--- config.mk ---
export PLATFORM = sky130hd
export DESIGN_NAME = serial_link_ilas_tx
export DESIGN_NICKNAME = d
export VERILOG_FILES = /design/src/slit_pkg.sv /design/src/serial_link_ilas_tx.sv
export VERILOG_INCLUDE_DIRS = /design/src
export SDC_FILE = /design/constraint.sdc
export NUM_CORES = 1
export LEC_CHECK = 0
export CORE_MARGIN = 2
export CORE_UTILIZATION = 65
export CTS_CLUSTER_DIAMETER = 120
export DETAILED_ROUTE_END_ITERATION = 16
export DONT_BUFFER_PORTS = 1
export GPL_TIMING_DRIVEN = 0
export PLACE_DENSITY = 0.9
export SLEW_MARGIN = 20
export SYNTH_ARGS = -nofsm -noshare
export SYNTH_HDL_FRONTEND = slang
export SYNTH_HIERARCHICAL = 1
export SYNTH_SLANG_ARGS = --single-unit
export TNS_END_PERCENT = 30
--- constraint.sdc ---
create_clock -name clk_sys_i -period 6.4 [get_ports clk_sys_i]
set_input_delay 0.32 -clock clk_sys_i [delete_from_list [all_inputs] [get_ports clk_sys_i]]
set_output_delay 0.32 -clock clk_sys_i [all_outputs]
set_load 0.05 [all_outputs]
--- src/slit_cfg.svh ---
// Purpose: constants for the lane alignment transmitter
// Assumes: byte-wide register port, octet-wide lanes
// Notes:   offsets, fields, reset values and control symbols
`ifndef SLIT_CFG_SVH
`define SLIT_CFG_SVH
`define SLIT_A_TAIL     8'h14
`define SLIT_A_QCFG     8'h5E
`define SLIT_A_LCTL     8'h5F
`define SLIT_A_DID      8'h64
`define SLIT_A_BID      8'h65
`define SLIT_A_LID0     8'h66
`define SLIT_A_LID1     8'h67
`define SLIT_A_SCRL     8'h6E
`define SLIT_A_FPF      8'h6F
`define SLIT_A_KPM      8'h70
`define SLIT_A_MCNT     8'h71
`define SLIT_A_CSN      8'h72
`define SLIT_A_NP       8'h73
`define SLIT_A_SPF      8'h74
`define SLIT_A_HDCF     8'h75
`define SLIT_A_CKS0     8'h79
`define SLIT_A_CKS1     8'h7A
`define SLIT_QCFG_RST   8'h22
`define SLIT_LCTL_RST   8'h00
`define SLIT_TAIL_RST   8'h00
`define SLIT_KM1_RST    5'h1F
`define SLIT_PRN_SEED   15'h7FFF
`define SLIT_LC_HOLD    0
`define SLIT_LC_ILAS_HI 3
`define SLIT_LC_ILAS_LO 2
`define SLIT_LC_PRN     6
`define SLIT_TAIL_EN    7
`define SLIT_ILAS_OFF   2'h1
`define SLIT_ILAS_LOOP  2'h2
`define SLIT_N_M1       5'h0D
`define SLIT_NP_M1      5'h0F
`define SLIT_S_M1       5'h00
`define SLIT_CF_VAL     5'h00
`define SLIT_JESDV      3'h1
`define SLIT_K_R        8'h1C
`define SLIT_K_A        8'h7C
`define SLIT_K_Q        8'h9C
`define SLIT_K_K        8'hBC
`define SLIT_K_F        8'hFC
`define SLIT_FIFO_W     32
`define SLIT_FIFO_D     8
`endif

--- src/slit_pkg.sv ---
// Purpose: types of the lane alignment transmitter
// Assumes: two lanes at most
// Notes:   the whole top-level state is one packed struct
package slit_pkg;
  typedef enum logic [2:0] {LS_OFF, LS_CGS, LS_WAIT, LS_ILAS, LS_DATA} slit_state_type;
  typedef struct packed {
    slit_state_type   state;
    logic             sync1;
    logic             sync2;
    logic [7:0]       tail;
    logic [7:0]       qcfg;
    logic [7:0]       lctl;
    logic [7:0]       did;
    logic [3:0]       bid;
    logic [4:0]       lid0;
    logic [4:0]       lid1;
    logic             scr;
    logic [4:0]       km1;
    logic [1:0]       cs;
    logic [1:0]       fpos;
    logic [4:0]       fidx;
    logic [1:0]       mf;
    logic [31:0]      samp;
    logic [14:0]      lfsr;
    logic [1:0][14:0] scr_st;
    logic [1:0][7:0]  prev;
    logic [1:0][7:0]  lane_d;
    logic [1:0]       lane_k;
    logic [7:0]       rdata;
  } slit_regs_type;
endpackage

--- src/serial_link_ilas_tx.sv ---
// Purpose: link-layer lane alignment and data phase transmitter
// Assumes: one octet per lane per clock, samples from on-chip logic
// Notes:   one sample set leaves the fifo at each frame start in the data phase
`timescale 1ns/10ps
`include "slit_cfg.svh"

module slit_fifo #(
  parameter int W = `SLIT_FIFO_W,
  parameter int D = `SLIT_FIFO_D
) (
  // clock and reset
  input  wire logic         clk_sys_i,
  input  wire logic         reset_n_i,
  // fill side
  input  wire logic         in_valid_i,
  output logic              in_ready_o,
  input  wire logic [W-1:0] in_data_i,
  // drain side
  output logic              out_valid_o,
  input  wire logic         out_ready_i,
  output logic [W-1:0]      out_data_o
);
  localparam int AW = $clog2(D);
  typedef struct packed {
    logic [D-1:0][W-1:0] mem;
    logic [AW-1:0]       wp;
    logic [AW-1:0]       rp;
    logic [AW:0]         cnt;
  } slit_fifo_st_type;
  slit_fifo_st_type q, d;
  logic push, pop;

  assign in_ready_o  = q.cnt != (AW+1)'(D);
  assign out_valid_o = q.cnt != '0;
  assign out_data_o  = q.mem[q.rp];

  always_comb begin
    d = q;
    push = in_valid_i && in_ready_o;
    pop  = out_valid_o && out_ready_i;
    if (push) begin
      d.mem[q.wp] = in_data_i;
      d.wp = (q.wp == AW'(D-1)) ? '0 : q.wp + 1'b1;
    end
    if (pop) begin
      d.rp = (q.rp == AW'(D-1)) ? '0 : q.rp + 1'b1;
    end
    d.cnt = q.cnt + (AW+1)'(push) - (AW+1)'(pop);
  end

  always_ff @(posedge clk_sys_i or negedge reset_n_i) begin
    if (!reset_n_i) begin
      q <= '0;
    end else begin
      q <= d;
    end
  end
endmodule

module serial_link_ilas_tx (
  // clock and reset
  input  wire logic        clk_sys_i,
  input  wire logic        reset_n_i,
  // register port
  input  wire logic        reg_wr_i,
  input  wire logic        reg_rd_i,
  input  wire logic [7:0]  reg_addr_i,
  input  wire logic [7:0]  reg_wdata_i,
  output logic [7:0]       reg_rdata_o,
  // link control
  input  wire logic        sync_n_i,
  input  wire logic        subclass_i,
  // sample stream
  input  wire logic        smp_valid_i,
  output logic             smp_ready_o,
  input  wire logic [13:0] smp_a_i,
  input  wire logic [13:0] smp_b_i,
  input  wire logic [1:0]  smp_ctrl_a_i,
  input  wire logic [1:0]  smp_ctrl_b_i,
  // lanes
  output logic [7:0]       lane0_data_o,
  output logic             lane0_k_o,
  output logic [7:0]       lane1_data_o,
  output logic             lane1_k_o
);
  import slit_pkg::*;

  slit_regs_type q, d;
  logic        l2, m2, hd, f_last, k_last, mf_last, pop, fvalid;
  logic [1:0]  fm1, fsh, bi, mode, tb, ta_v, tb_v;
  logic [6:0]  pos;
  logic [3:0]  idx;
  logic [7:0]  base, cks0, cks1, raw, oct, rv, oct0;
  logic [4:0]  lid;
  logic [22:0] sres;
  logic [31:0] fdata, snow, w;
  logic        rep;

  function automatic logic [22:0] slit_scr8(input logic [14:0] st, input logic [7:0] dat);
    logic [14:0] s;
    logic [7:0]  o;
    logic        b;
    s = st;
    o = '0;
    for (int j = 7; j >= 0; j--) begin
      b = dat[j] ^ s[14] ^ s[13];
      s = {s[13:0], b};
      o[j] = b;
    end
    return {s, o};
  endfunction

  slit_fifo #(.W(`SLIT_FIFO_W), .D(`SLIT_FIFO_D)) u_fifo (
    .clk_sys_i   (clk_sys_i),
    .reset_n_i   (reset_n_i),
    .in_valid_i  (smp_valid_i),
    .in_ready_o  (smp_ready_o),
    .in_data_i   ({smp_a_i, smp_b_i, smp_ctrl_a_i, smp_ctrl_b_i}),
    .out_valid_o (fvalid),
    .out_ready_i (pop),
    .out_data_o  (fdata)
  );

  assign reg_rdata_o  = q.rdata;
  assign lane0_data_o = q.lane_d[0];
  assign lane0_k_o    = q.lane_k[0];
  assign lane1_data_o = q.lane_d[1];
  assign lane1_k_o    = q.lane_k[1];

  always_comb begin
    d = q;
    rep = 1'b0; raw = '0; oct = '0; oct0 = '0; rv = '0; idx = '0; lid = '0; bi = '0;
    sres = '0;
    d.sync1 = sync_n_i;
    d.sync2 = q.sync1;
    // derived link shape
    l2 = q.qcfg[1];
    m2 = q.qcfg[5];
    fm1 = l2 ? (m2 ? 2'h1 : 2'h0) : (m2 ? 2'h3 : 2'h1);
    hd = l2 & ~m2;
    fsh = {fm1[1], fm1[0] & ~fm1[1]};
    mode = q.lctl[`SLIT_LC_ILAS_HI:`SLIT_LC_ILAS_LO];
    pos = 7'({2'h0, q.fidx} << fsh) + {5'h00, q.fpos};
    f_last = q.fpos == fm1;
    k_last = q.fidx == q.km1;
    mf_last = f_last && k_last;
    // checksum over unpacked fields, ids added per lane
    base = q.did + 8'(q.bid) + 8'(q.scr) + 8'(l2) + 8'(fm1) + 8'(q.km1) + 8'(m2)
         + 8'(q.cs) + 8'(`SLIT_N_M1) + 8'(subclass_i) + 8'(`SLIT_NP_M1)
         + 8'(`SLIT_JESDV) + 8'(`SLIT_S_M1) + 8'(hd) + 8'(`SLIT_CF_VAL);
    cks0 = base + 8'(q.lid0);
    cks1 = base + 8'(q.lid1);
    // free-running frame and multiframe counters
    if (f_last) begin
      d.fpos = '0;
      d.fidx = k_last ? '0 : q.fidx + 1'b1;
    end else begin
      d.fpos = q.fpos + 1'b1;
    end
    // register writes
    if (reg_wr_i) begin
      case (reg_addr_i)
        `SLIT_A_TAIL: d.tail = reg_wdata_i;
        `SLIT_A_QCFG: d.qcfg = reg_wdata_i;
        `SLIT_A_LCTL: d.lctl = reg_wdata_i;
        `SLIT_A_DID:  d.did  = reg_wdata_i;
        `SLIT_A_BID:  d.bid  = reg_wdata_i[3:0];
        `SLIT_A_LID0: d.lid0 = reg_wdata_i[4:0];
        `SLIT_A_LID1: d.lid1 = reg_wdata_i[4:0];
        `SLIT_A_SCRL: d.scr  = reg_wdata_i[7];
        `SLIT_A_KPM:  d.km1  = reg_wdata_i[4:0];
        `SLIT_A_CSN:  d.cs   = reg_wdata_i[7:6];
        default: d.rdata = q.rdata;
      endcase
    end
    // register reads, fixed and derived values
    if (reg_rd_i) begin
      case (reg_addr_i)
        `SLIT_A_TAIL: rv = q.tail;
        `SLIT_A_QCFG: rv = q.qcfg;
        `SLIT_A_LCTL: rv = q.lctl;
        `SLIT_A_DID:  rv = q.did;
        `SLIT_A_BID:  rv = {4'h0, q.bid};
        `SLIT_A_LID0: rv = {3'h0, q.lid0};
        `SLIT_A_LID1: rv = {3'h0, q.lid1};
        `SLIT_A_SCRL: rv = {q.scr, 6'h00, l2};
        `SLIT_A_FPF:  rv = {6'h00, fm1};
        `SLIT_A_KPM:  rv = {3'h0, q.km1};
        `SLIT_A_MCNT: rv = {7'h00, m2};
        `SLIT_A_CSN:  rv = {q.cs, 1'b0, `SLIT_N_M1};
        `SLIT_A_NP:   rv = {3'h0, `SLIT_NP_M1};
        `SLIT_A_SPF:  rv = {3'h0, `SLIT_S_M1};
        `SLIT_A_HDCF: rv = {hd, 2'h0, `SLIT_CF_VAL};
        `SLIT_A_CKS0: rv = cks0;
        `SLIT_A_CKS1: rv = cks1;
        default:      rv = 8'h00;
      endcase
      d.rdata = rv;
    end
    // sample formatting with tail and control bits
    tb = q.lctl[`SLIT_LC_PRN] ? q.lfsr[1:0] : (q.tail[`SLIT_TAIL_EN] ? q.tail[6:5] : 2'h0);
    ta_v = tb;
    tb_v = tb;
    if (q.cs != 2'h0) begin
      ta_v[1] = fdata[3];
      tb_v[1] = fdata[1];
    end
    if (q.cs[1]) begin
      ta_v[0] = fdata[2];
      tb_v[0] = fdata[0];
    end
    snow = fvalid ? {fdata[31:18], ta_v, fdata[17:4], tb_v} : 32'h0000_0000;
    pop = (q.state == LS_DATA) && (q.fpos == 2'h0);
    if (pop) begin
      d.samp = snow;
      d.lfsr = {q.lfsr[13:0], q.lfsr[14] ^ q.lfsr[13]};
    end
    w = (q.fpos == 2'h0) ? snow : q.samp;
    // per-lane octet generation
    for (int i = 0; i < 2; i++) begin
      lid = (i == 0) ? q.lid0 : q.lid1;
      bi = l2 ? (m2 ? {i[0], q.fpos[0]} : {1'b0, i[0]}) : q.fpos;
      raw = w[31 - 8*bi -: 8];
      sres = slit_scr8(q.scr_st[i], raw);
      oct = q.scr ? sres[7:0] : raw;
      if (i == 0) begin
        oct0 = oct;
      end
      d.lane_k[i] = 1'b0;
      d.lane_d[i] = 8'h00;
      if (i == 0 || l2) begin
        case (q.state)
          LS_CGS, LS_WAIT: begin
            d.lane_k[i] = 1'b1;
            d.lane_d[i] = `SLIT_K_K;
          end
          LS_ILAS: begin
            d.lane_d[i] = {1'b0, pos};
            idx = 4'(pos - 7'h02);
            if (pos == 7'h00) begin
              d.lane_k[i] = 1'b1;
              d.lane_d[i] = `SLIT_K_R;
            end else if (mf_last) begin
              d.lane_k[i] = 1'b1;
              d.lane_d[i] = `SLIT_K_A;
            end else if (q.mf == 2'h1 && pos == 7'h01) begin
              d.lane_k[i] = 1'b1;
              d.lane_d[i] = `SLIT_K_Q;
            end else if (q.mf == 2'h1 && pos < 7'h10) begin
              case (idx)
                4'h0: d.lane_d[i] = q.did;
                4'h1: d.lane_d[i] = {4'h0, q.bid};
                4'h2: d.lane_d[i] = {3'h0, lid};
                4'h3: d.lane_d[i] = {q.scr, 6'h00, l2};
                4'h4: d.lane_d[i] = {6'h00, fm1};
                4'h5: d.lane_d[i] = {3'h0, q.km1};
                4'h6: d.lane_d[i] = {7'h00, m2};
                4'h7: d.lane_d[i] = {q.cs, 1'b0, `SLIT_N_M1};
                4'h8: d.lane_d[i] = {2'h0, subclass_i, `SLIT_NP_M1};
                4'h9: d.lane_d[i] = {`SLIT_JESDV, `SLIT_S_M1};
                4'hA: d.lane_d[i] = {hd, 2'h0, `SLIT_CF_VAL};
                4'hD: d.lane_d[i] = (i == 0) ? cks0 : cks1;
                default: d.lane_d[i] = 8'h00;
              endcase
            end
          end
          LS_DATA: begin
            if (q.scr) begin
              d.scr_st[i] = sres[22:8];
            end
            if (f_last) begin
              rep = q.scr ? (oct == (k_last ? `SLIT_K_A : `SLIT_K_F))
                          : (oct == q.prev[i]);
              d.prev[i] = oct;
            end
            d.lane_k[i] = rep;
            d.lane_d[i] = rep ? (k_last ? `SLIT_K_A : `SLIT_K_F) : oct;
          end
          default: d.lane_d[i] = 8'h00;
        endcase
      end
    end
    // link sequencing
    case (q.state)
      LS_OFF: begin
        d.state = LS_CGS;
      end
      LS_CGS: begin
        if (q.sync2) begin
          d.state = LS_WAIT;
        end
      end
      LS_WAIT: begin
        if (!q.sync2) begin
          d.state = LS_CGS;
        end else if (!subclass_i || mf_last) begin
          d.state = (mode == `SLIT_ILAS_OFF) ? LS_DATA : LS_ILAS;
          d.mf = 2'h0;
          if (!subclass_i) begin
            d.fpos = '0;
            d.fidx = '0;
          end
        end
      end
      LS_ILAS: begin
        if (!q.sync2) begin
          d.state = LS_CGS;
        end else if (mf_last) begin
          d.mf = q.mf + 1'b1;
          if (q.mf == 2'h3 && mode != `SLIT_ILAS_LOOP) begin
            d.state = LS_DATA;
          end
        end
      end
      LS_DATA: begin
        if (!q.sync2) begin
          d.state = LS_CGS;
        end
      end
      default: d.state = LS_OFF;
    endcase
    if (q.lctl[`SLIT_LC_HOLD]) begin
      d.state = LS_OFF;
      d.scr_st = '0;
    end
  end

  always_ff @(posedge clk_sys_i or negedge reset_n_i) begin
    if (!reset_n_i) begin
      q      <= '0;
      q.qcfg <= `SLIT_QCFG_RST;
      q.lctl <= `SLIT_LCTL_RST;
      q.tail <= `SLIT_TAIL_RST;
      q.km1  <= `SLIT_KM1_RST;
      q.scr  <= 1'b1;
      q.lfsr <= `SLIT_PRN_SEED;
    end else begin
      q <= d;
    end
  end
endmodule

# After elaboration in Yosys (flattened, before gate mapping)
# Index checks and enable logic that the tools add are counted.
[op_classes] n_addsub=25 n_eq_ne=54 bitwise_logic=37 n_reduce_logical=37 div_mod_pow=0 magnitude_cmp=4 mul=0 n_mux=80 shifts=3
[ops] operator="$bwmux 256" n=1
[ops] operator="$pmux 8 s12" n=2
[ops] operator="$mux 32" n=4
[ops] operator="$pmux 8 s16" n=1
[ops] operator="$eq 8x7->1 const B" n=15
[ops] operator="$mux 8" n=14
[ops] operator="$bmux 32 s3" n=1
[ops] operator="$demux 32 s3" n=1
[ops] operator="$shiftx 39x33->8" n=2
[ops] operator="$mux 15" n=5
[ops] operator="$pmux 8 s3" n=2
[ops] operator="$add 8x1->8" n=5
[ops] operator="$mux 3" n=11
[ops] operator="$xor 1x1->1" n=33
[ops] operator="$eq 8x8->1" n=4
[ops] operator="$mux 30" n=1
[ops] operator="$add 8x5->8" n=3
[ops] operator="$reduce_and 2->1" n=12
[ops] operator="$mux 2" n=10
[ops] operator="$mux 9" n=2
[ops] operator="$mux 1" n=17
[ops] operator="$add 8x2->8" n=2
[ops] operator="$add 8x4->8 const B" n=2
[ops] operator="$eq 4x3->1 const B" n=4
[ops] operator="other kinds (48)" n=86
[totals] rom_bits=0 memories=0 in_bits=55 latch_bits=0 ramBits=0 output_inout_bits=27 reg_bits=453

# Logic depth before layout (Yosys ltp)
[depth] depth_word=20 depth_mapped=22 depth_no_buf=21

# Cells and area by module
# Netlist, hierarchy kept.
[by_module_without_submodules] mod="serial_link_ilas_tx" cells_per_inst=1333 n_inst=1 seq_area_each_um2=4708.3 area_per_inst_um2=13086.3
[by_module_without_submodules] mod="slit_fifo" cells_per_inst=711 n_inst=1 seq_area_each_um2=6656.4 area_per_inst_um2=12351.8

# Worst setup path after synthesis
# Ideal clock, no wire load.
[synth_path] kind="register to register" start="reg q, in the netlist m2" end="reg q, in the netlist lane1_data_o[6]" setup_time_ns=0.119 required_time_ns=6.281 path_buffers=0 setup_slack_ns=1.281 stages_incl_launch_ff=19 arrival_time_ns=5.001 path_cell_list="dfstp_2 > inv_1 > ha_1 > fa_1 > inv_1 > fa_1 > fa_1 > fa_1 > fa_1 > fa_1 > nor2b_1 > o21a_1 > o21ai_0 > a221oi_1 > xnor2_1 > nor2_1 > o31ai_1 > a21oi_1 > o21a_1"
[synth_lines] element="start: declaration" line_no="serial_link_ilas_tx.sv:88" rtl="slit_regs_type q, d;"

==> results.toml <==
[cts]
clk_path_buf_depth = 3
cts_num_sinks = 453
cts_tree = "done"
worst_skew_pair.late_latency_ns = 0.61
ctsResizeCount = 0
ctsHoldBuffers = 42
clk_pin_slew_ns = 0.06
cts_buffers = 47
cts-root-buf = "clkbuf_16"
post_cts_buffers = 0
cts_max_level = 2

[timing]
fin_skew_ns = 0.0327
hold_violations = 431
tns_ns = 0
post-route-period-util = 0.952
holdWs_ns = -0.543
setup_viol = 0
min_period_ns = 6.10
rsz0062_at_grt = "false"
fmax_mhz = 164
max-slew-margin-rel = -0.0502
drv_slew = 87
worst_slew_pin_slew_ns = 1.58

[power_and_ir_drop]
p_leak_uw = 0.0124
power_density_mw_per_mm2 = 469
vdd_ir_drop_max_uv = 366

[floorplanning]
core_area_mm2 = 0.0386
die_h_um = 202
die-area_mm2 = 0.0407
placementRows = 72
floorplan.initialDensity = 0.658
ios = 82
die_x_um = 202

[placed_design]
placed_area_mm2 = 0.0261
gp_congestion = 0.978
dp_hpwl_mm = 47.0
numPortBuffers = 0

[final_layout]
fin_nets = 2252
drive_gt1_frac = 0.321
syn_to_final_growth_pct = 10.9
fin_util = 0.730
antenna_cells = 0
fin_area_mm2 = 0.0282

[drt]
drtPass1Iterations = 6
drt-total-wl_mm = 72.0
num_vias = 18100
drtIter0Drc = 1595
drt-vias-per-instance = 6.74
route.detailed.drc = 0
ant_nets = 0
wire_per_inst_um = 26.8

[min_path]
hold_class = "in2async"

[synth]
synthFlopType = "dfrtp_1"
avgSynthCellArea_um2 = 12.4
synthTopCellsByArea = "dfrtp_1 (42%), mux2_2 (15%), mux4_2 (7.3%)"
postSynth.asyncResetShare = 1.00
synth_seq_cells = 453
syn_nets = 2160
netlist_area_mm2 = 0.0254
synth_edf_count = 0
yosys_warnings = 6
synth_largest_area_cell = "dfrtp_1"
synthCells = 2044
synth_seq_area_share = 0.447
synth.distinct_cells = 97
synth_top_area_share = 0.423

[critical_path]
crit_path_end_kind = "flip-flop"
cp.required_ns = 6.84
reg2regPathDepth = 19
timing.critical_path.to = "lane0_data_o[7]"
r2r-start = "m2"
r2r-end = "lane0_data_o[7]"
crit_type = "reg2reg"
arrival_ns = 6.54
reg2reg_slack_ns = 0.30
setup.worst_path.start = "m2"
crit_fanout = 8
cp-start-kind = "flip-flop"

[run]
max_cap_viol_count = 0

[run_status]
status = "finished, violations left"
failed_checks = "hold timing, slew limit"

[global_route]
grt_max_degree = 454
grt_pass1_vias = 19100
grt_pass1_wl_mm = 112
antenna_found_initial = 0
overflow = 0
globalRouteTotalUtil = 0.359
-- per-stage QoR --
| stage | hold slack, ns | worst slack [ns] | std cells | power, µW |
|---|---|---|---|---|
| floorplan | 0.0244 | 1.28 | 2044 | 8450 |
| global placement | 0.0664 | 0.486 | 2562 | 9520 |
| detailed placement | 0.0664 | 0.412 | 2563 | 9820 |
| CTS | -0.557 | 0.393 | 2692 | 13000 |
| global route | -0.576 | 0.154 | 2692 | 13800 |
| finish | -0.543 | 0.305 | 2692 | 13200 |
-- cell usage after synthesis, types with 5 or more instances --
library cell  number
a221o_1            8
a31oi_1           11
fa_1              15
mux2_4            68
nand4_1            5
ha_1              46
buf_6             10
mux2i_1           26
buf_1              6
dfstp_2           23
nor3_1            28
o21ai_0           54
o221ai_1           6
o31ai_1            9
nand2b_1          10
buf_12             6
nor2_1            71
xnor2_1           56
a22oi_1           12
o22ai_1           20
dfrtp_1          430
buf_2             33
a22o_1            37
nor2b_1           29
nand2_1          100
buf_4             27
a211oi_1          13
mux4_2            82
clkbuf_1          49
or2_2              8
xor2_1            38
nand3_1           37
inv_1             85
a21o_1            14
or3_1              6
o21a_1             7
and3_1            10
a21oi_1           65
a221oi_1           7
o211ai_1          16
and2_1            26
mux2_2           338
-- registers in the layout, summed over array words and instances (netlist names) --
| signal | cells |
|---|---|
| d | 1 |
| l2 | 1 |
| lane0_data_o | 8 |
| lane0_k_o | 1 |
| lane1_data_o | 8 |
| lane1_k_o | 1 |
| lid | 5 |
| m2 | 1 |
| mode | 2 |
| q | 151 |
| reg_rdata_o | 8 |
| u_fifo/q | 266 |
-- final cells by class --
type / count / area [µm²]
buffer: 132 / 812
multi-input combinational: 1372 / 13000
tap: 518 / 648
clock buffer: 69 / 1380
sequential: 453 / 11400
fill: 2391 / 10400
timing repair buffer: 43 / 425
clock inverter: 18 / 310
inverter: 87 / 327
-- where the power goes --
| group | leakage [µW] | switching [µW] | internal [µW] |
|---|---|---|---|
| registers | 0.00566 | 727 | 3860 |
| clock network | 0.000822 | 1200 | 1790 |
| logic | 0.00588 | 2950 | 2710 |
| total | 0.0124 | 4880 | 8350 |
-- kinds of logic (layout without fill, tap and decap cells) --
kind of cell / count (synthesis) / after routing / share of synthesized area
buffers and inverters: 219 / 349 / 0.0448
multiplexers: 516 / 516 / 0.274
flip-flops: 453 / 453 / 0.447
AO/OA/AOI/OAI: 333 / 333 / 0.0933
XOR/XNOR: 95 / 95 / 0.0332
AND/OR/NAND/NOR: 367 / 367 / 0.0740
adder cells (fa/ha/maj): 61 / 61 / 0.0344
-- placed cells by master, fill, tap and decap left out, types with 11 or more instances in the layout --
cell	Yosys	final
a211oi_1	13	13
a21o_1	14	14
a21oi_1	65	65
a22o_1	37	37
a22oi_1	12	12
a31oi_1	11	11
and2_1	26	26
buf_2	33	34
buf_4	27	27
clkbuf_1	49	60
clkbuf_16	0	48
dfrtp_1	430	430
dfstp_2	23	23
dlygate4sd3_1	0	42
fa_1	15	15
ha_1	46	46
inv_1	85	85
mux2_2	338	338
mux2_4	68	68
mux2i_1	26	26
mux4_2	82	82
nand2_1	100	100
nand3_1	37	37
nor2_1	71	71
nor2b_1	29	29
nor3_1	28	28
o211ai_1	16	16
o21ai_0	54	54
o22ai_1	20	20
xnor2_1	56	56
xor2_1	38	38
-- how the worst min path moves through the flow --
stage / startpoint / end / cells past startpoint / slack (ns)
after floorplan: reset_n_i / d[182] / 0 / 0.02
after global placement: reset_n_i / q[69] / 0 / 0.07
after detailed placement: reset_n_i / q[69] / 0 / 0.07
after CTS: reset_n_i / q[186] / 0 / -0.56
after global routing: reset_n_i / lane0_data_o[4] / 0 / -0.58
final: reset_n_i / q[69] / 0 / -0.54
-- critical path, stage by stage, from the launching register on --
cell	delay, ns
dfstp_2	0.63
inv_1	0.18
ha_1	0.42
fa_1	0.55
inv_1	0.05
fa_1	0.52
fa_1	0.44
fa_1	0.43
fa_1	0.62
inv_1	0.11
ha_1	0.29
a21o_1	0.18
a21oi_1	0.22
o21bai_1	0.10
a21oi_1	0.22
nand3b_1	0.15
xnor2_1	0.21
nor2_1	0.14
o221ai_1	0.32
o211ai_1	0.17
-- metal layers --
metal  track usage  vias up  share of wire
li1              -     7662              -
met1         0.462     9249           0.38
met2         0.577      971           0.48
met3        0.0737      264          0.078
met4         0.197        0          0.056
met5             0        -              0
Power figures use the tool's default switching activity.
